### config.mk
export PLATFORM = sky130hd
export DESIGN_NAME = ocg_top
export DESIGN_NICKNAME = d
export VERILOG_FILES = /design/src/ocg_pkg.sv /design/src/ocg_sync.sv /design/src/ocg_div.sv /design/src/ocg_top.sv
export SDC_FILE = /design/constraint.sdc
export NUM_CORES = 1
export LEC_CHECK = 0
export ABC_CLOCK_PERIOD_IN_PS = 2360
export BUFFER_PORTS_ARGS = -buffer_cell sky130_fd_sc_hd__buf_2
export CELL_PAD_IN_SITES_DETAIL_PLACEMENT = 1
export CELL_PAD_IN_SITES_GLOBAL_PLACEMENT = 2
export CORE_MARGIN = 5
export CORE_UTILIZATION = 32
export DETAILED_ROUTE_END_ITERATION = 8
export PLACE_DENSITY_LB_ADDON = 0.1
export REMOVE_ABC_BUFFERS = 1
export SYNTH_ARGS = -nofsm -noshare
export SYNTH_HDL_FRONTEND = slang
export SYNTH_HIERARCHICAL = 1
export SYNTH_SLANG_ARGS = --single-unit
export TNS_END_PERCENT = 30
### constraint.sdc
create_clock -name pclk -period 2.36 [get_ports pclk]
set_input_delay 0.236 -clock pclk [delete_from_list [all_inputs] [get_ports pclk]]
set_output_delay 0.236 -clock pclk [all_outputs]
set_load 0.02 [all_outputs]
### src/ocg_pkg.sv
/*
  Shared constants and types for the oscillator and clock generator block.
  Assumes a 20 MHz APB clock and byte-wide registers, one per aligned word.
*/
package ocg_pkg;

  // Register indices; the byte address is four times the index
  localparam logic [15:0] IDX_SRC = 16'h5060;
  localparam logic [15:0] IDX_CTL = 16'h5061;
  localparam logic [15:0] IDX_NFEN = 16'h5062;
  localparam logic [15:0] IDX_LCLK = 16'h5063;
  localparam logic [15:0] IDX_FOUT = 16'h5064;
  localparam logic [15:0] IDX_TMR = 16'h5065;
  localparam logic [15:0] IDX_STAT = 16'h5066;
  localparam logic [15:0] IDX_PCLK = 16'h5080;
  localparam logic [15:0] IDX_CPU_CLOCK = 16'h5081;

  function automatic logic [31:0] byte_addr(input logic [15:0] idx);
    return {14'h0000, idx, 2'h0};
  endfunction

  // Writable bits of each register; all others read as zero
  localparam logic [7:0] MASK_SRC = 8'h01;
  localparam logic [7:0] MASK_CTL = 8'h33;
  localparam logic [7:0] MASK_NFEN = 8'h03;
  localparam logic [7:0] MASK_LCLK = 8'h1f;
  localparam logic [7:0] MASK_FOUT = 8'h0f;
  localparam logic [7:0] MASK_TMR = 8'h0f;
  localparam logic [7:0] MASK_PCLK = 8'h03;
  localparam logic [7:0] MASK_CPU_CLOCK = 8'h03;

  localparam logic [7:0] RST_SRC = 8'h00;
  localparam logic [7:0] RST_CTL = 8'h03;
  localparam logic [7:0] RST_NFEN = 8'h02;
  localparam logic [7:0] RST_LCLK = 8'h02;
  localparam logic [7:0] RST_FOUT = 8'h00;
  localparam logic [7:0] RST_TMR = 8'h00;
  localparam logic [7:0] RST_PCLK = 8'h03;
  localparam logic [7:0] RST_CPU_CLOCK = 8'h00;

  // Field positions
  localparam int SRC_SEL_BIT = 0;
  localparam int WAIT_LSB = 4;
  localparam int SUB_EN_BIT = 1;
  localparam int MAIN_EN_BIT = 0;
  localparam int RST_FE_BIT = 1;
  localparam int NMI_FE_BIT = 0;
  localparam int LCD_DIV_LSB = 2;
  localparam int LCD_SRC_BIT = 1;
  localparam int LCD_EN_BIT = 0;
  localparam int FOUT_DIV_LSB = 2;
  localparam int FOUT_EN_BIT = 1;
  localparam int SLOW_OUT_EN_BIT = 0;
  localparam int TMR_DIV_LSB = 1;
  localparam int TMR_EN_BIT = 0;
  localparam int STAT_READY_BIT = 0;

  // Field codes
  localparam logic [2:0] LCD_DIV_MAX = 3'h4;
  localparam logic [1:0] FOUT_DIV_MAX = 2'h2;
  localparam logic [2:0] TMR_DIV_MAX = 3'h5;
  localparam logic [1:0] PCLK_ON = 2'h3;
  localparam logic [3:0] LCD_DIV_BASE = 4'h5;

  // Divider and wait counters
  localparam int DIV_CNT_W = 9;
  localparam int WAIT_W = 11;
  localparam logic [WAIT_W-1:0] WAIT_LONGEST = 11'h400;

  // Timing
  localparam int CLK_PERIOD_NS = 50;
  localparam int FILTER_NS = 200;
  localparam int FILTER_CYCLES_I = (FILTER_NS + CLK_PERIOD_NS - 1) / CLK_PERIOD_NS;
  localparam logic [3:0] FILTER_LAST = 4'(FILTER_CYCLES_I - 1);

  typedef struct packed {
    logic [7:0] src;
    logic [7:0] ctl;
    logic [7:0] nfen;
    logic [7:0] lclk;
    logic [7:0] fout;
    logic [7:0] tmr;
    logic [7:0] pclk;
    logic [7:0] cpu_clock;
  } ocg_regs_t;

  typedef struct packed {
    logic sys;
    logic cpu;
    logic periph;
    logic lcd;
    logic fast_out;
    logic slow_out;
    logic slow_timer;
  } ocg_clocks_t;

endpackage

### src/ocg_sync.sv
/*
  Two-flop synchroniser for one level.
  Assumes the input is asynchronous to pclk; only q is read outside.
*/
module ocg_sync (
  input wire logic pclk,
  input wire logic presetn,
  input wire logic ce,
  input wire logic d,
  output logic q
);
  logic meta;

  always_ff @(posedge pclk or negedge presetn) begin
    if (!presetn) begin
      meta <= 1'b0;
      q <= 1'b0;
    end else if (ce) begin
      meta <= d;
      q <= meta;
    end
  end
endmodule

### src/ocg_div.sv
/*
  Power-of-two divider of a sampled clock level.
  Assumes src_rise pulses once per source rising edge and shift stays within the counter.
*/
module ocg_div (
  input wire logic pclk,
  input wire logic presetn,
  input wire logic ce,
  input wire logic src_level,
  input wire logic src_rise,
  input wire logic [3:0] shift,
  output logic div_level
);
  import ocg_pkg::*;

  logic [DIV_CNT_W-1:0] cnt;

  // Bit k-1 of an edge counter has a period of 2^k source periods
  assign div_level = (shift == 4'h0) ? src_level : cnt[shift - 4'h1];

  always_ff @(posedge pclk or negedge presetn) begin
    if (!presetn) begin
      cnt <= '0;
    end else if (ce && src_rise) begin
      cnt <= cnt + 9'h001;
    end
  end
endmodule

### src/ocg_top.sv
/*
  Oscillator and clock generator control: APB registers, oscillator enables,
  stabilisation wait, clock selection, dividers and gates, reset and NMI noise filters.
  Assumes oscillator and pin inputs are asynchronous and much slower than pclk;
  generated clocks are sampled levels, fine for slow loads and observation.
*/
// Added by the designer: the APB register port.
module ocg_top (
  input wire logic pclk,
  input wire logic presetn,
  input wire logic ce,
  input wire logic psel,
  input wire logic penable,
  input wire logic pwrite,
  input wire logic [31:0] paddr,
  input wire logic [31:0] pwdata,
  output logic [31:0] prdata,
  output logic pready,
  output logic pslverr,
  input wire logic main_osc_in,
  input wire logic sub_osc_in,
  input wire logic ext_reset_n_in,
  input wire logic nmi_in,
  output logic main_osc_enable,
  output logic sub_osc_enable,
  output logic main_osc_ready,
  output ocg_pkg::ocg_clocks_t clocks,
  output logic reset_n_filtered,
  output logic nmi_filtered
);
  import ocg_pkg::*;

  function automatic logic [WAIT_W-1:0] wait_cycles(input logic [1:0] code);
    return WAIT_LONGEST >> code;
  endfunction

  function automatic logic [7:0] masked(input logic [7:0] d, input logic [7:0] m);
    return d & m;
  endfunction

  ocg_regs_t regs;
  logic main_s, sub_s, rst_s, nmi_s;
  logic main_d, sub_d;
  logic [WAIT_W-1:0] wait_cnt;
  logic [3:0] rst_fcnt, nmi_fcnt;

  ocg_sync u_sync_main (
    .pclk(pclk),
    .presetn(presetn),
    .ce(ce),
    .d(main_osc_in),
    .q(main_s)
  );
  ocg_sync u_sync_sub (
    .pclk(pclk),
    .presetn(presetn),
    .ce(ce),
    .d(sub_osc_in),
    .q(sub_s)
  );
  ocg_sync u_sync_rst (
    .pclk(pclk),
    .presetn(presetn),
    .ce(ce),
    .d(ext_reset_n_in),
    .q(rst_s)
  );
  ocg_sync u_sync_nmi (
    .pclk(pclk),
    .presetn(presetn),
    .ce(ce),
    .d(nmi_in),
    .q(nmi_s)
  );

  // Field views
  wire src_sel = regs.src[SRC_SEL_BIT];
  wire [1:0] main_wait = regs.ctl[WAIT_LSB +: 2];
  wire sub_en = regs.ctl[SUB_EN_BIT];
  wire main_en = regs.ctl[MAIN_EN_BIT];
  wire rst_fe = regs.nfen[RST_FE_BIT];
  wire nmi_fe = regs.nfen[NMI_FE_BIT];
  wire [2:0] lcd_div = regs.lclk[LCD_DIV_LSB +: 3];
  wire lcd_sel = regs.lclk[LCD_SRC_BIT];
  wire lcd_en = regs.lclk[LCD_EN_BIT];
  wire [1:0] fout_div = regs.fout[FOUT_DIV_LSB +: 2];
  wire fout_en = regs.fout[FOUT_EN_BIT];
  wire slow_out_en = regs.fout[SLOW_OUT_EN_BIT];
  wire [2:0] tmr_div = regs.tmr[TMR_DIV_LSB +: 3];
  wire tmr_en = regs.tmr[TMR_EN_BIT];
  wire [1:0] pclk_gate = regs.pclk[1:0];
  wire [1:0] gear = regs.cpu_clock[1:0];

  wire main_rise = main_s & ~main_d;
  wire sub_rise = sub_s & ~sub_d;

  // Main oscillator is invisible downstream until its wait is over
  wire main_gated = main_osc_ready & main_s;
  wire main_gated_rise = main_osc_ready & main_rise;
  wire sys_level = src_sel ? sub_s : main_gated;
  wire sys_rise = src_sel ? sub_rise : main_gated_rise;
  wire wait_done = (wait_cnt + 11'h001) >= wait_cycles(main_wait);

  wire cpu_div, lcd_main_div, fout_div_level, tmr_div_level;

  ocg_div u_div_cpu (
    .pclk(pclk),
    .presetn(presetn),
    .ce(ce),
    .src_level(sys_level),
    .src_rise(sys_rise),
    .shift({2'h0, gear}),
    .div_level(cpu_div)
  );
  ocg_div u_div_lcd (
    .pclk(pclk),
    .presetn(presetn),
    .ce(ce),
    .src_level(main_gated),
    .src_rise(main_gated_rise),
    .shift(LCD_DIV_BASE + {1'b0, lcd_div}),
    .div_level(lcd_main_div)
  );
  ocg_div u_div_fout (
    .pclk(pclk),
    .presetn(presetn),
    .ce(ce),
    .src_level(main_gated),
    .src_rise(main_gated_rise),
    .shift({2'h0, fout_div}),
    .div_level(fout_div_level)
  );
  ocg_div u_div_tmr (
    .pclk(pclk),
    .presetn(presetn),
    .ce(ce),
    .src_level(sub_s),
    .src_rise(sub_rise),
    .shift({1'b0, tmr_div}),
    .div_level(tmr_div_level)
  );

  // Reserved divider codes stop the clock rather than guess a ratio
  wire lcd_code_ok = lcd_sel | (lcd_div <= LCD_DIV_MAX);
  wire lcd_level = lcd_sel ? sub_s : lcd_main_div;
  ocg_clocks_t next_clocks;
  assign next_clocks.sys = sys_level;
  assign next_clocks.cpu = cpu_div;
  // Codes 1 and 2 are treated as off, the safe reading of a forbidden value
  assign next_clocks.periph = (pclk_gate == PCLK_ON) & sys_level;
  assign next_clocks.lcd = lcd_en & lcd_code_ok & lcd_level;
  assign next_clocks.fast_out = fout_en & (fout_div <= FOUT_DIV_MAX) & fout_div_level;
  assign next_clocks.slow_out = slow_out_en & sub_s;
  assign next_clocks.slow_timer = tmr_en & (tmr_div <= TMR_DIV_MAX) & tmr_div_level;

  // APB decode; one wait state lets read data come from a flop
  wire access = psel & penable;
  wire wr_en = access & pwrite & pready;
  wire hit_src = paddr == byte_addr(IDX_SRC);
  wire hit_ctl = paddr == byte_addr(IDX_CTL);
  wire hit_nfen = paddr == byte_addr(IDX_NFEN);
  wire hit_lclk = paddr == byte_addr(IDX_LCLK);
  wire hit_fout = paddr == byte_addr(IDX_FOUT);
  wire hit_tmr = paddr == byte_addr(IDX_TMR);
  wire hit_stat = paddr == byte_addr(IDX_STAT);
  wire hit_pclk = paddr == byte_addr(IDX_PCLK);
  wire hit_cpu_clock = paddr == byte_addr(IDX_CPU_CLOCK);
  wire hit_any = hit_src | hit_ctl | hit_nfen | hit_lclk | hit_fout | hit_tmr | hit_stat | hit_pclk | hit_cpu_clock;
  wire [7:0] stat_byte = {7'h00, main_osc_ready} << STAT_READY_BIT;
  wire [7:0] rd_byte = ({8{hit_src}} & regs.src) | ({8{hit_ctl}} & regs.ctl) | ({8{hit_nfen}} & regs.nfen)
    | ({8{hit_lclk}} & regs.lclk) | ({8{hit_fout}} & regs.fout) | ({8{hit_tmr}} & regs.tmr)
    | ({8{hit_stat}} & stat_byte) | ({8{hit_pclk}} & regs.pclk) | ({8{hit_cpu_clock}} & regs.cpu_clock);

  always_ff @(posedge pclk or negedge presetn) begin
    if (!presetn) begin
      pready <= 1'b0;
      pslverr <= 1'b0;
      prdata <= 32'h0000_0000;
    end else if (ce) begin
      pready <= access & ~pready;
      pslverr <= access & ~pready & ~hit_any;
      prdata <= {24'h00_0000, rd_byte};
    end
  end

  // Only writable bits are stored, so reserved bits read as zero
  always_ff @(posedge pclk or negedge presetn) begin
    if (!presetn) begin
      regs <= '{RST_SRC, RST_CTL, RST_NFEN, RST_LCLK, RST_FOUT, RST_TMR, RST_PCLK, RST_CPU_CLOCK};
    end else if (ce && wr_en) begin
      if (hit_src) regs.src <= masked(pwdata[7:0], MASK_SRC);
      if (hit_ctl) regs.ctl <= masked(pwdata[7:0], MASK_CTL);
      if (hit_nfen) regs.nfen <= masked(pwdata[7:0], MASK_NFEN);
      if (hit_lclk) regs.lclk <= masked(pwdata[7:0], MASK_LCLK);
      if (hit_fout) regs.fout <= masked(pwdata[7:0], MASK_FOUT);
      if (hit_tmr) regs.tmr <= masked(pwdata[7:0], MASK_TMR);
      if (hit_pclk) regs.pclk <= masked(pwdata[7:0], MASK_PCLK);
      if (hit_cpu_clock) regs.cpu_clock <= masked(pwdata[7:0], MASK_CPU_CLOCK);
    end
  end

  // Oscillator enables and stabilisation wait
  always_ff @(posedge pclk or negedge presetn) begin
    if (!presetn) begin
      main_osc_enable <= 1'b0;
      sub_osc_enable <= 1'b0;
      main_osc_ready <= 1'b0;
      wait_cnt <= '0;
      main_d <= 1'b0;
      sub_d <= 1'b0;
    end else if (ce) begin
      main_osc_enable <= main_en;
      sub_osc_enable <= sub_en;
      main_d <= main_s;
      sub_d <= sub_s;
      if (!main_en) begin
        main_osc_ready <= 1'b0;
        wait_cnt <= '0;
      end else if (!main_osc_ready && main_rise) begin
        wait_cnt <= wait_cnt + 11'h001;
        main_osc_ready <= wait_done;
      end
    end
  end

  always_ff @(posedge pclk or negedge presetn) begin
    if (!presetn) begin
      clocks <= '0;
    end else if (ce) begin
      clocks <= next_clocks;
    end
  end

  // Noise filters: a change passes only after it has held for the filter time
  always_ff @(posedge pclk or negedge presetn) begin
    if (!presetn) begin
      reset_n_filtered <= 1'b0;
      nmi_filtered <= 1'b0;
      rst_fcnt <= 4'h0;
      nmi_fcnt <= 4'h0;
    end else if (ce) begin
      if (!rst_fe || rst_s == reset_n_filtered) begin
        reset_n_filtered <= rst_s;
        rst_fcnt <= 4'h0;
      end else if (rst_fcnt == FILTER_LAST) begin
        reset_n_filtered <= rst_s;
        rst_fcnt <= 4'h0;
      end else begin
        rst_fcnt <= rst_fcnt + 4'h1;
      end
      if (!nmi_fe || nmi_s == nmi_filtered) begin
        nmi_filtered <= nmi_s;
        nmi_fcnt <= 4'h0;
      end else if (nmi_fcnt == FILTER_LAST) begin
        nmi_filtered <= nmi_s;
        nmi_fcnt <= 4'h0;
      end else begin
        nmi_fcnt <= nmi_fcnt + 4'h1;
      end
    end
  end
endmodule

# Word level (Yosys, flattened, before mapping)
# Index checks and enable logic that the tools add are counted.
# Widths: inputs -> output; s select.
# totals
regBits,111
output_inout_bits,46
in_bits,74
wordCells,177
# op_classes
bitwise_logic,47
mux,27
reduce_logical,27
order_cmp,8
n_eq_ne,15
add_sub_neg,12
n_shift,1
# op_table
operator,n
$eq 32x17->1 const B,9
$or 8x8->8,8
$add 9x1->9 const B,4
$and 8x2->8,3
$mux 11,2
$reduce_and 2->1,11
$lt 4x5->1 const B,4
$and 1x1->1,17
$mux 1,17
$and 8x1->8,2
$and 8x4->8,2
$bmux 1 s4,4
$logic_not 4->1,4
$mux 4,4
$add 11x1->11 const B,1
$ge 11x11->1,1
$shr 11x2->11 const A,1
$or 1x1->1,9
$add 4x1->4 const B,2
$and 8x5->8,1
$and 8x6->8,1
$eq 4x2->1 const B,2
$le 3x3->1 const B,2
$sub 2x1->3 const B,2
other kinds (12),24

# Logic depth before layout (Yosys ltp)
# Gate-level depths: netlist of run 1.
# logic_depth
ltp_word,11
ltp_mapped,12
ltp_nobuf,12

# Hierarchy
# The synthesis of run 1 kept the hierarchy.
# by_module_without_submodules
module,n_inst,cells_per_inst,area_per_inst_um2
ocg_top,1,375,3702.3
ocg_div,4,53,569.3
ocg_sync,4,4,72.6

# Worst setup path before layout of run 1
# No wires, ideal clock.
# synth_timing
path_kind,reg-to-reg
startpoint,register regs (netlist bit lcd_div[0])
endpoint,register clocks[3] in the netlist's numbering
stages_incl_launch_ff,13
arrival_ps,2091
t_required_ps,2238
period_less_slack_ps,2214
setup_ps,122
setup_slack_ps,146
cell_sequence,dfrtp_1 -> inv_1 -> ha_1 -> inv_1 -> ha_1 -> mux4_1 -> mux2_2 -> o21ai_2 -> o211ai_2 -> o21ai_0 -> nor2_1 -> a21oi_1 -> o2bb2ai_1
# synth_via
elab_chain_len,7
# synth_rtl
element,line_no,text
"start, declared",ocg_top.sv:41,ocg_regs_t regs;
"start signal, assigned",ocg_top.sv:189,"regs <= '{RST_SRC, RST_CTL, RST_NFEN, RST_LCLK, RST_FOUT, RST_TMR, RST_PCLK, RST_CPU_CLOCK};"
$add 3x3->4 *,ocg_top.sv:121,".shift(LCD_DIV_BASE + {1'b0, lcd_div}),"
$sub 4x1->4,ocg_div.sv:19,assign div_level = (shift == 4'h0) ? src_level : cnt[shift - 4'h1];
$bmux 1 s4,ocg_div.sv:19,
$mux 1 (not written as such),ocg_div.sv:19,
$mux 1 *,ocg_div.sv:19,
net lcd_main_div,ocg_top.sv:104,"wire cpu_div, lcd_main_div, fout_div_level, tmr_div_level;"
$mux 1 *,ocg_top.sv:145,wire lcd_level = lcd_sel ? sub_s : lcd_main_div;
$and 1x1->1 *,ocg_top.sv:151,assign next_clocks.lcd = lcd_en & lcd_code_ok & lcd_level;
"end signal, assigned",ocg_top.sv:230,clocks <= next_clocks;
"end, declared",ocg_top.sv:27,"output ocg_pkg::ocg_clocks_t clocks,"
# Mark *: on every way through the listed nets, which the timed path passes. The rest lies on a longest branch. The select of a mux whose other input is x is not followed.
# A chain may end at the register's enable or synchronous reset.

# Final worst setup path of run 1
# layout_timing
startpoint,register wait_cnt[1]
endpoint,register main_osc_ready
# layout_via
elab_chain_len,4
# layout_rtl
element,line_no,text
"start, declared",ocg_top.sv:44,logic [WAIT_W-1:0] wait_cnt;
"start signal, assigned",ocg_top.sv:220,wait_cnt <= wait_cnt + 11'h001;
$add 11x1->11,ocg_top.sv:102,wire wait_done = (wait_cnt + 11'h001) >= wait_cycles(main_wait);
$ge 11x11->1,ocg_top.sv:102,
$mux 1,ocg_top.sv:219,end else if (!main_osc_ready && main_rise) begin
$mux 1,ocg_top.sv:216,if (!main_en) begin
"end signal, assigned",ocg_top.sv:221,main_osc_ready <= wait_done;
"end, declared",ocg_top.sv:26,"output logic main_osc_ready,"
# No other way between the ends. The select of a mux whose other input is x is not followed.

==> impl_metrics.json, run 1 <==
{
  "outcome": "finished clean",
  "r2r-start": "wait_cnt[1]$_DFFE_PN0P_",
  "detail_route.wl_per_cell_um": 16.35,
  "holdPathEnd": "u_sync_main/meta$_DFFE_PN0P_",
  "syn_inst": 603,
  "critical_path_class": "reg2reg",
  "fp.dieH_um": 150.0,
  "drive_above_1_share": 0.2600,
  "min-delay-start": "main_osc_in",
  "cts_tree": "built",
  "synth_mux_area_frac": 0.1327,
  "synthTopCellsByCount": "dfrtp_1 (103), mux2_2 (49), nand2_1 (40)",
  "dpl.hpwl_um": 12290,
  "io_pins": 120,
  "timing.fmax_mhz": 448.6,
  "critPathCaptureType": "register",
  "cts_made_buffers": 9,
  "die_area_um2": 22490,
  "seq_area_frac_synth": 0.4362,
  "drt_iter0_drc": 162,
  "synth_top_family_by_area": "simple AND/OR/NAND/NOR gates",
  "vias": 4814,
  "hold_ws_ns": 0.09922,
  "synth_xor_area_frac": 0.06566,
  "total_power_w": 0.004019,
  "fin_crit_sh": 0.9446,
  "yosys_warnings": 6,
  "synth_edf_count": 0,
  "synth_ff_type": "dfrtp_1",
  "ys_ff_latch": 109,
  "row_count": 51,
  "syn-cell-area_um2": 6270,
  "cellPowerDensity_nw_per_um2": 536.6,
  "cts.sinks": 109,
  "cp.required_ns": 2.58,
  "synth_cell_types": 55,
  "clk_pin_slew_ns": 0.08,
  "overflow": 0,
  "slew_violations": 0,
  "syn-mean-instance-area_um2": 10.40,
  "p_leak_nw": 3.553,
  "synth.most_common_cell": "dfrtp_1",
  "post-synth-top-area-fraction": 0.4111,
  "timing.reg2reg.worst_path_depth": 10,
  "antenna_left": 0,
  "cts_root_buf": "clkbuf_16",
  "via_per_inst": 4.853,
  "grt_pass1_wl_um": 27180,
  "synthSimpleGateAreaFrac": 0.1644,
  "drt_drc_violations_left": 0,
  "synthAdderAreaFrac": 0.04390,
  "hold_path_class": "in2reg",
  "hold_violations": 0,
  "setup-violations-final": 0,
  "hold_depth": 2,
  "synthArstFlopShare": 1.000,
  "area_growth_pct": 19.46,
  "routed_wl_um": 16220,
  "start_kind": "register",
  "clock_skew_ns": 0.01295,
  "r2r_slack_ns": 0.13,
  "setup_tns_ns": 0,
  "htreeDepth": 3,
  "synth_compound_area_frac": 0.09739,
  "final_nets": 818,
  "antenna_found_initial": 0,
  "portBuffers": 67,
  "dr.pass1.iters": 4,
  "worstPathArrival_ns": 2.45,
  "design.core.area_um2": 19400,
  "antenna_cells": 0,
  "place_congestion": 0.7497,
  "first_global_vias": 5228,
  "fp.dieW_um": 150.0,
  "crit_fanout": 4,
  "synthTopCellsByArea": "dfrtp_1 (41%), mux2_2 (8.8%), ha_1 (4.4%), xnor2_1 (3.8%), mux4_1 (3.4%)",
  "fin_crit_ns": 2.229,
  "vdd_drop_max_v": 0.0003501,
  "initial_core_util": 0.3232,
  "yosysTopAreaCell": "dfrtp_1",
  "grt_setup_unrepaired": "true",
  "grt_max_degree": 62,
  "clock_latency_ns": 0.37,
  "grt_usage": 0.1535,
  "cts_buffer_depth": 2,
  "r2r-end": "main_osc_ready$_DFFE_PN0P_",
  "maxCapViolations": 0
}
## stage by stage
step	utilization	setup WS [ns]	std cells	instance area, µm²
3_5_place_dp	0.3657	-0.001543	970	7094
4_1_cts	0.3830	0.03632	988	7430
5_1_grt	0.3861	-0.01505	992	7490
2_1_floorplan	-	0.1465	615	6215
3_3_place_gp	0.3657	0.07549	970	7094
6_report	0.3861	0.1306	992	7490
## worst max-delay path, cell delays in order, from the launching register on
cell	delay (ns)
dfrtp_1	0.41
ha_1	0.23
nand3_1	0.14
nor3_2	0.28
xor2_1	0.18
ha_1	0.25
o21a_1	0.10
o21ai_0	0.16
nand2b_1	0.08
a21oi_1	0.14
o21ai_0	0.11
## flip-flops by register name (all words and copies together), names as in the netlist, 3 cells and up
signal / cells
u_div_fout/cnt: 9
rst_fcnt: 4
u_div_tmr/cnt: 9
u_div_lcd/cnt: 9
regs: 8
lcd_div: 3
clocks: 7
u_div_cpu/cnt: 9
prdata: 6
nmi_fcnt: 4
wait_cnt: 11
## worst max-delay path by stage
stage,start,endpoint,depth (start not counted)
after floorplan,lcd_div[0]$_DFFE_PN0P_,clocks[3]$_DFFE_PN0P_,12
after global placement,lcd_div[0]$_DFFE_PN0P_,clocks[3]$_DFFE_PN0P_,12
after detailed placement,lcd_div[1]$_DFFE_PN0P_,clocks[3]$_DFFE_PN0P_,12
after CTS,lcd_div[1]$_DFFE_PN0P_,clocks[3]$_DFFE_PN0P_,11
after global routing,lcd_div[0]$_DFFE_PN0P_,clocks[3]$_DFFE_PN0P_,12
final,wait_cnt[1]$_DFFE_PN0P_,main_osc_ready$_DFFE_PN0P_,10
## report_power, final
part | switching [W] | internal (W)
Sequential | 0.0000672 | 0.00194
Combinational | 0.000247 | 0.000161
Clock | 0.000741 | 0.000861
## per-layer routing
| layer | vias to the layer above | routed length (µm) | track usage |
|---|---|---|---|
| met2 | 91 | 7771 | 0.2613 |
| met3 | 13 | 784 | 0.02998 |
| met4 | 0 | 218 | 0.04392 |
| li1 | 2323 | - | - |
| met5 | - | 0 | 0 |
| met1 | 2387 | 7448 | 0.1987 |
## cells by family (layout without fill, tap and decap cells)
group | after synthesis | after routing
adder cells (fa/ha/maj) | 22 | 22
AO/OA/AOI/OAI | 92 | 92
XOR/XNOR | 47 | 47
flip-flops | 109 | 109
buffers and inverters | 72 | 146
multiplexers | 64 | 64
AND/OR/NAND/NOR | 196 | 196
other | 1 | 51
## layout make-up
class                   count  area (µm²)
clock buffers              10       239.0
clock inverters             6       66.31
fillers                  2247       11910
inverters                  34       127.6
multi-input cells         472        3395
flip-flops and latches    109        2735
well taps                 265       331.6
repair buffers             96       595.6
## cell usage in the layout (no fill, tap or decap), types with 6 or more instances in the layout
cell type,Yosys,routed
a21oi_1,13,13
and3_1,11,11
buf_2,2,66
buf_4,26,26
clkbuf_16,0,9
conb_1,1,51
dfrtp_1,103,103
dfstp_2,6,6
ha_1,22,20
inv_1,34,32
mux2_2,49,48
mux2i_1,7,7
mux4_1,8,7
nand2_1,40,40
nand2b_1,7,7
nand3_1,37,37
nand4_1,21,21
nor2_1,35,35
nor2b_1,10,10
nor3_1,12,11
nor4_1,6,6
o21ai_0,36,35
xnor2_1,27,26
xor2_1,20,20
## timing repair
item	CTS	global route
gates resized for setup	1	9
endpoints found under the setup margin	1	2
endpoints found under the hold margin	23	0
setup buffers	1	4
hold buffers	1	0
pin swaps	0	1
No activity file was read; power rests on OpenSTA's default activity.
==> run 2: changes to the inputs <==
Settings changed: ABC_CLOCK_PERIOD_IN_PS 2360 to 2800, CORE_UTILIZATION 32 to 35.
Clock period 2.36 ns to 2.8 ns, I/O delays scaled along.
==> run 2 against run 1 <==
Sequential share of layout area is 1.1 points higher. Sequential power down 15%. Die area fell by 8.0%. Cell count is 5.4% lower. Global-route usage is 0.066 points higher. Wire length down 4.3%. First-iteration DRC count is 6.8% lower. Critical path depth up 2. Non-clock buffer count shrank 18. Clock-buffer cell count fell by 1. Hold slack better by 0.054 ns. Design area is 2.8% lower. Critical endpoint is now clocks[3]$_DFFE_PN0P_. Largest cell class unchanged.
==> impl_metrics.json, run 2 (synthesized netlist as in run 1, its figures left out) <==
{
  "slowest_delay_ns": 0.40,
  "place_congestion": 0.7641,
  "cts_made_buffers": 9,
  "dpl.hpwl_um": 11430,
  "vdd_drop_max_v": 0.0002925,
  "post_dp_cell_area_um2": 6939,
  "worstPathArrival_ns": 2.63,
  "htreeDepth": 3,
  "crit_slowest_cell": "dfrtp_1",
  "holdPathEnd": "u_sync_main/meta$_DFFE_PN0P_",
  "dpl.cell_count": 921,
  "timing.reg2reg.worst_path_depth": 12,
  "grt_max_degree": 72,
  "antenna_cells": 0,
  "critical_path_class": "reg2reg",
  "detail_route.wl_per_cell_um": 16.54,
  "slew_headroom": 0.4540,
  "timing.fmax_mhz": 419.1,
  "final_common_cell": "dfrtp_1",
  "r2r-end": "clocks[3]$_DFFE_PN0P_",
  "postCtsHoldBufs": 1,
  "min-delay-start": "main_osc_in",
  "crit_fanout": 3,
  "setup_tns_ns": 0,
  "cts_root_buf": "clkbuf_16",
  "cts_tree": "built",
  "layout_setup_ws_ns": 0.4138,
  "slew_violations": 0,
  "path_delay_family": "adder cells",
  "maxCapViolations": 0,
  "ctsResizeCount": 0,
  "grt_usage": 0.1542,
  "p_leak_nw": 3.472,
  "initial_core_util": 0.3526,
  "cts_buffer_depth": 2,
  "design.core.area_um2": 17780,
  "hold_path_class": "in2reg",
  "drt_iter0_drc": 151,
  "worst_pin_slew_ns": 0.8115,
  "cp.required_ns": 3.04,
  "critPathBufInv": 2,
  "outcome": "finished clean",
  "first_global_vias": 5043,
  "area_growth_pct": 16.08,
  "r2r_slack_ns": 0.41,
  "overflow": 0,
  "routed_wl_um": 15520,
  "fp.dieH_um": 143.8,
  "max_flop_register": "wait_cnt",
  "antenna_left": 0,
  "dp_slack_ns": 0.4301,
  "portBuffers": 67,
  "clk_pin_slew_ns": 0.08,
  "post-cts-setup-buffer-count": 0,
  "vias": 4731,
  "fin_area_um2": 7278,
  "r2r-start": "lcd_div[0]$_DFFE_PN0P_",
  "final_cells": 938,
  "drive_above_1_share": 0.2299,
  "die_area_um2": 20690,
  "grt_pass1_wl_um": 25290,
  "antenna_found_initial": 0,
  "dr.pass1.iters": 4,
  "largest_reg_flops": 11,
  "hold_depth": 2,
  "drt_drc_violations_left": 0,
  "fin_crit_ns": 2.386,
  "io_pins": 120,
  "clock_latency_ns": 0.35,
  "row_count": 49,
  "fin_crit_sh": 0.8522,
  "grt_setup_unrepaired": "false",
  "setup-violations-final": 0,
  "worstPathCellList": "inv_1, ha_1, inv_1, ha_1, mux4_1, mux2_2, o21ai_2, o211ai_2, o21ai_0, nor2_1, a21oi_1, o2bb2ai_1",
  "fp.dieW_um": 143.8,
  "cellPowerDensity_nw_per_um2": 473.9,
  "final_nets": 800,
  "hold_violations": 0,
  "final_cell_mix": "dfrtp_1 (103), buf_2 (66), conb_1 (51)",
  "start_kind": "register",
  "crit_path_start": "lcd_div[0]$_DFFE_PN0P_",
  "cts.sinks": 109,
  "clock_skew_ns": 0.009222,
  "via_per_inst": 5.044,
  "critPathCaptureType": "register"
}
run 2: worst max path at each step:
stage / endpoint / slack [ns] / cells after the start
after global routing: main_osc_ready$_DFFE_PN0P_ / 0.19 / 11
final: clocks[3]$_DFFE_PN0P_ / 0.41 / 12
after global placement: clocks[3]$_DFFE_PN0P_ / 0.48 / 12
after floorplan: clocks[3]$_DFFE_PN0P_ / 0.59 / 12
after CTS: main_osc_ready$_DFFE_PN0P_ / 0.37 / 9
after detailed placement: clocks[3]$_DFFE_PN0P_ / 0.43 / 12
run 2: layout make-up:
class	count	area (µm²)
clock buffer	9	225.2
timing repair buffer	78	447.9
tap	229	286.5
clock inverter	7	103.9
sequential	109	2735
multi-input combinational	472	3352
fill	2030	10500
inverter	34	127.6
run 2: report_power, final:
part	internal [W]	total (W)	switching [W]
clock	0.000798	0.00142	0.000626
combinational	0.000129	0.000328	0.000199
sequential	0.00164	0.00170	0.0000614
run 2: through the flow:
stage / total power [W] / hold WS (ns) / utilization
2_1_floorplan: 0.001893 / -0.01559 / -
3_5_place_dp: 0.002065 / 0.2891 / 0.3903
5_1_grt: 0.003616 / 0.1464 / 0.4094
6_report: 0.003449 / 0.1531 / 0.4094
3_3_place_gp: 0.002046 / 0.2852 / 0.3903
4_1_cts: 0.003521 / 0.1384 / 0.4094
run 2: layer usage:
layer | global-route usage | wire length (µm) | share of wire | up-vias
li1 | - | - | - | 2292
met1 | 0.2016 | 7115 | 0.46 | 2339
met2 | 0.2629 | 7430 | 0.48 | 87
met3 | 0.02296 | 741 | 0.048 | 13
met4 | 0.04955 | 230 | 0.015 | 0
met5 | 0 | 0 | 0 | -
==> run 3: changes to the inputs <==
Settings changed: ABC_AREA set to 1, CTS_CLUSTER_DIAMETER set to 150.
==> run 3 against run 2 <==
Combinational power rose to 3.2 times the previous value. Sequential power up 27%. Maximum frequency shrank 0.33%. Clock-buffer cell count up 2. Die area rose by 7.2%. Clock skew increased by 0.0015 ns. First-iteration DRC count up 8.6%. Register-to-register slack about the same. Largest cell class unchanged. Largest power group unchanged. Highest routed layer unchanged.
==> impl_metrics.json, run 3 <==
{
  "maxCapViolations": 0,
  "r2r-end": "main_osc_ready$_DFFE_PN0P_",
  "slew_violations": 0,
  "r2r-start": "wait_cnt[0]$_DFFE_PN0P_",
  "hold_path_class": "in2reg",
  "routed_wl_um": 17450,
  "max_flop_register": "wait_cnt",
  "synthTopCellsByArea": "dfrtp_1 (38%), nand2_1 (15%), inv_1 (7.1%), nand3_1 (5.2%), nor2_1 (5.1%)",
  "critPathBufInv": 1,
  "grt_pass1_wl_um": 29190,
  "gr-usage-met3": 0.03191,
  "cellPowerDensity_nw_per_um2": 589.2,
  "overflow": 0,
  "drive_above_1_share": 0.1424,
  "cts_made_buffers": 9,
  "htreeDepth": 3,
  "portBuffers": 67,
  "holdPathEnd": "u_sync_rst/meta$_DFFE_PN0P_",
  "crit_slowest_cell": "dfrtp_1",
  "synthTopCellsByCount": "nand2_1 (267), inv_1 (128), dfrtp_1 (103)",
  "start_kind": "register",
  "grt_max_degree": 51,
  "final_nets": 1109,
  "postCtsHoldBufs": 1,
  "place_congestion": 0.7525,
  "cts_root_buf": "clkbuf_16",
  "critical_path_class": "reg2reg",
  "dpl.hpwl_um": 13690,
  "grt_setup_unrepaired": "false",
  "detail_route.wl_per_cell_um": 13.65,
  "antenna_cells": 0,
  "vdd_drop_max_v": 0.0002935,
  "clk_pin_slew_ns": 0.08,
  "yosys_warnings": 6,
  "fp.dieW_um": 148.9,
  "first_global_vias": 5850,
  "worst_pin_slew_ns": 0.6959,
  "synth_cell_types": 42,
  "row_count": 50,
  "via_per_inst": 4.477,
  "largest_reg_flops": 11,
  "total_power_w": 0.004557,
  "cts.sinks": 109,
  "crit_fanout": 7,
  "ys_ff_latch": 109,
  "drt_iter0_drc": 164,
  "fp.dieH_um": 148.9,
  "timing.reg2reg.worst_path_depth": 14,
  "setup-violations-final": 0,
  "worstPathArrival_ns": 2.63,
  "r2r_slack_ns": 0.41,
  "top_usage_layer": "met2",
  "yosysTopAreaCell": "dfrtp_1",
  "path_delay_family": "simple AND/OR/NAND/NOR gates",
  "seq_area_frac_synth": 0.4050,
  "cp.required_ns": 3.04,
  "slew_headroom": 0.5360,
  "syn-mean-instance-area_um2": 7.373,
  "clock_latency_ns": 0.36,
  "vias": 5721,
  "outcome": "finished clean",
  "drt_drc_violations_left": 0,
  "area_growth_pct": 14.52,
  "cts_buffer_depth": 2,
  "synth_ff_type": "dfrtp_1",
  "p_leak_nw": 3.990,
  "ctsResizeCount": 0,
  "cts_tree": "built",
  "post-synth-top-area-fraction": 0.3816,
  "slowest_delay_ns": 0.46,
  "io_pins": 120,
  "utilization": 0.4108,
  "synth.most_common_cell": "nand2_1",
  "crit_top_cell": "nand2_1",
  "dr.pass1.iters": 4,
  "grtUsageMet1": 0.2218,
  "critPathCaptureType": "register",
  "synthArstFlopShare": 1.000,
  "fin_crit_ns": 2.394,
  "clock_skew_ns": 0.01073,
  "timing.fmax_mhz": 417.7,
  "post-cts-setup-buffer-count": 0,
  "antenna_left": 0,
  "die_area_um2": 22180,
  "antenna_found_initial": 0,
  "final_cell_mix": "nand2_1 (267), inv_1 (128), dfrtp_1 (103)",
  "synth_edf_count": 0,
  "grt_usage": 0.1624,
  "initial_core_util": 0.3587,
  "final_common_cell": "nand2_1",
  "fin_crit_sh": 0.8551,
  "syn_inst": 916,
  "hold_depth": 3,
  "hold_violations": 0,
  "worstPathCellList": "ha_1, nand2_1, nor2_1, nand3_1, nor2_1, nand3_1, nand2_1, inv_1, ha_1, o21a_1, o21ai_0, nand2_1, a21oi_1, o22ai_1",
  "min-delay-start": "ext_reset_n_in",
  "setup_tns_ns": 0,
  "met2_usage": 0.2720,
  "design.core.area_um2": 18830,
  "syn-cell-area_um2": 6754
}
==> run 3: cell types whose count changed after synthesis, moves of 11 or more <==
cell and change:
inv_2 +14, nand2_1 +227, xnor2_1 -18, and3_1 -11, nand3_1 +33, nor2_1 +56
inv_1 +94, mux2_2 -48, nand4_1 -13
==> run 3: where the power goes <==
group / switching, W / internal [W] / total [W]
registers: 0.000306 / 0.00185 / 0.00216
logic: 0.000657 / 0.000393 / 0.00105
clock network: 0.000627 / 0.000724 / 0.00135
total: 0.00159 / 0.00297 / 0.00456
==> run 3: area by class of cell <==
class / instances / area (µm²)
fillers: 2430 / 11100
multi-input cells: 675 / 3418
flip-flops and latches: 109 / 2735
inverters: 142 / 533.0
repair buffers: 76 / 420.4
well taps: 260 / 325.3
clock buffers: 11 / 242.7
clock inverters: 5 / 60.06
==> run 3: worst max path at each step <==
stage	from	end	slack (ns)	cells past startpoint
2_1_floorplan	wait_cnt[0]$_DFFE_PN0P_	main_osc_ready$_DFFE_PN0P_	0.68	14
3_3_place_gp	wait_cnt[0]$_DFFE_PN0P_	main_osc_ready$_DFFE_PN0P_	0.45	14
3_5_place_dp	wait_cnt[0]$_DFFE_PN0P_	main_osc_ready$_DFFE_PN0P_	0.43	14
4_1_cts	wait_cnt[0]$_DFFE_PN0P_	main_osc_ready$_DFFE_PN0P_	0.40	14
5_1_grt	wait_cnt[0]$_DFFE_PN0P_	main_osc_ready$_DFFE_PN0P_	0.14	14
6_report	wait_cnt[0]$_DFFE_PN0P_	main_osc_ready$_DFFE_PN0P_	0.41	14
==> run 3: cells by family after synthesis <==
kind of cell,count (synthesis),synth area share
XOR/XNOR,33,0.04279
AO/OA/AOI/OAI,85,0.06780
flip-flops,109,0.4050
multiplexers,3,0.005001
buffers and inverters,175,0.1128
adder cells (fa/ha/maj),22,0.04076
other,1,0.0005552
AND/OR/NAND/NOR,488,0.3253
==> run 3: through the flow <==
step / setup WS [ns] / instance area, µm² / cells / hold WS [ns]
4_1_cts: 0.3962 / 7735 / 1278 / 0.1052
6_report: 0.4058 / 7735 / 1278 / 0.1172
3_3_place_gp: 0.4484 / 7422 / 1261 / 0.3741
3_5_place_dp: 0.4260 / 7422 / 1261 / 0.3770
5_1_grt: 0.1410 / 7735 / 1278 / 0.1107
2_1_floorplan: 0.6811 / 6686 / 926 / -0.01559
==> run 3: worst register-to-register path, delay by kind of cell (launching register included) <==
kind	cells	cell delay, ns
buffers and inverters	1	0.05
AOI/OAI and AO/OA	4	0.44
DFF	1	0.46
and+or+nand+nor	7	0.84
adders and majority gates	2	0.48
==> run 3: layer usage <==
metal,part of all wire,vias to the layer above
li1,-,2986
met5,0,-
met4,0.0069,0
met3,0.023,11
met1,0.50,2676
met2,0.47,48
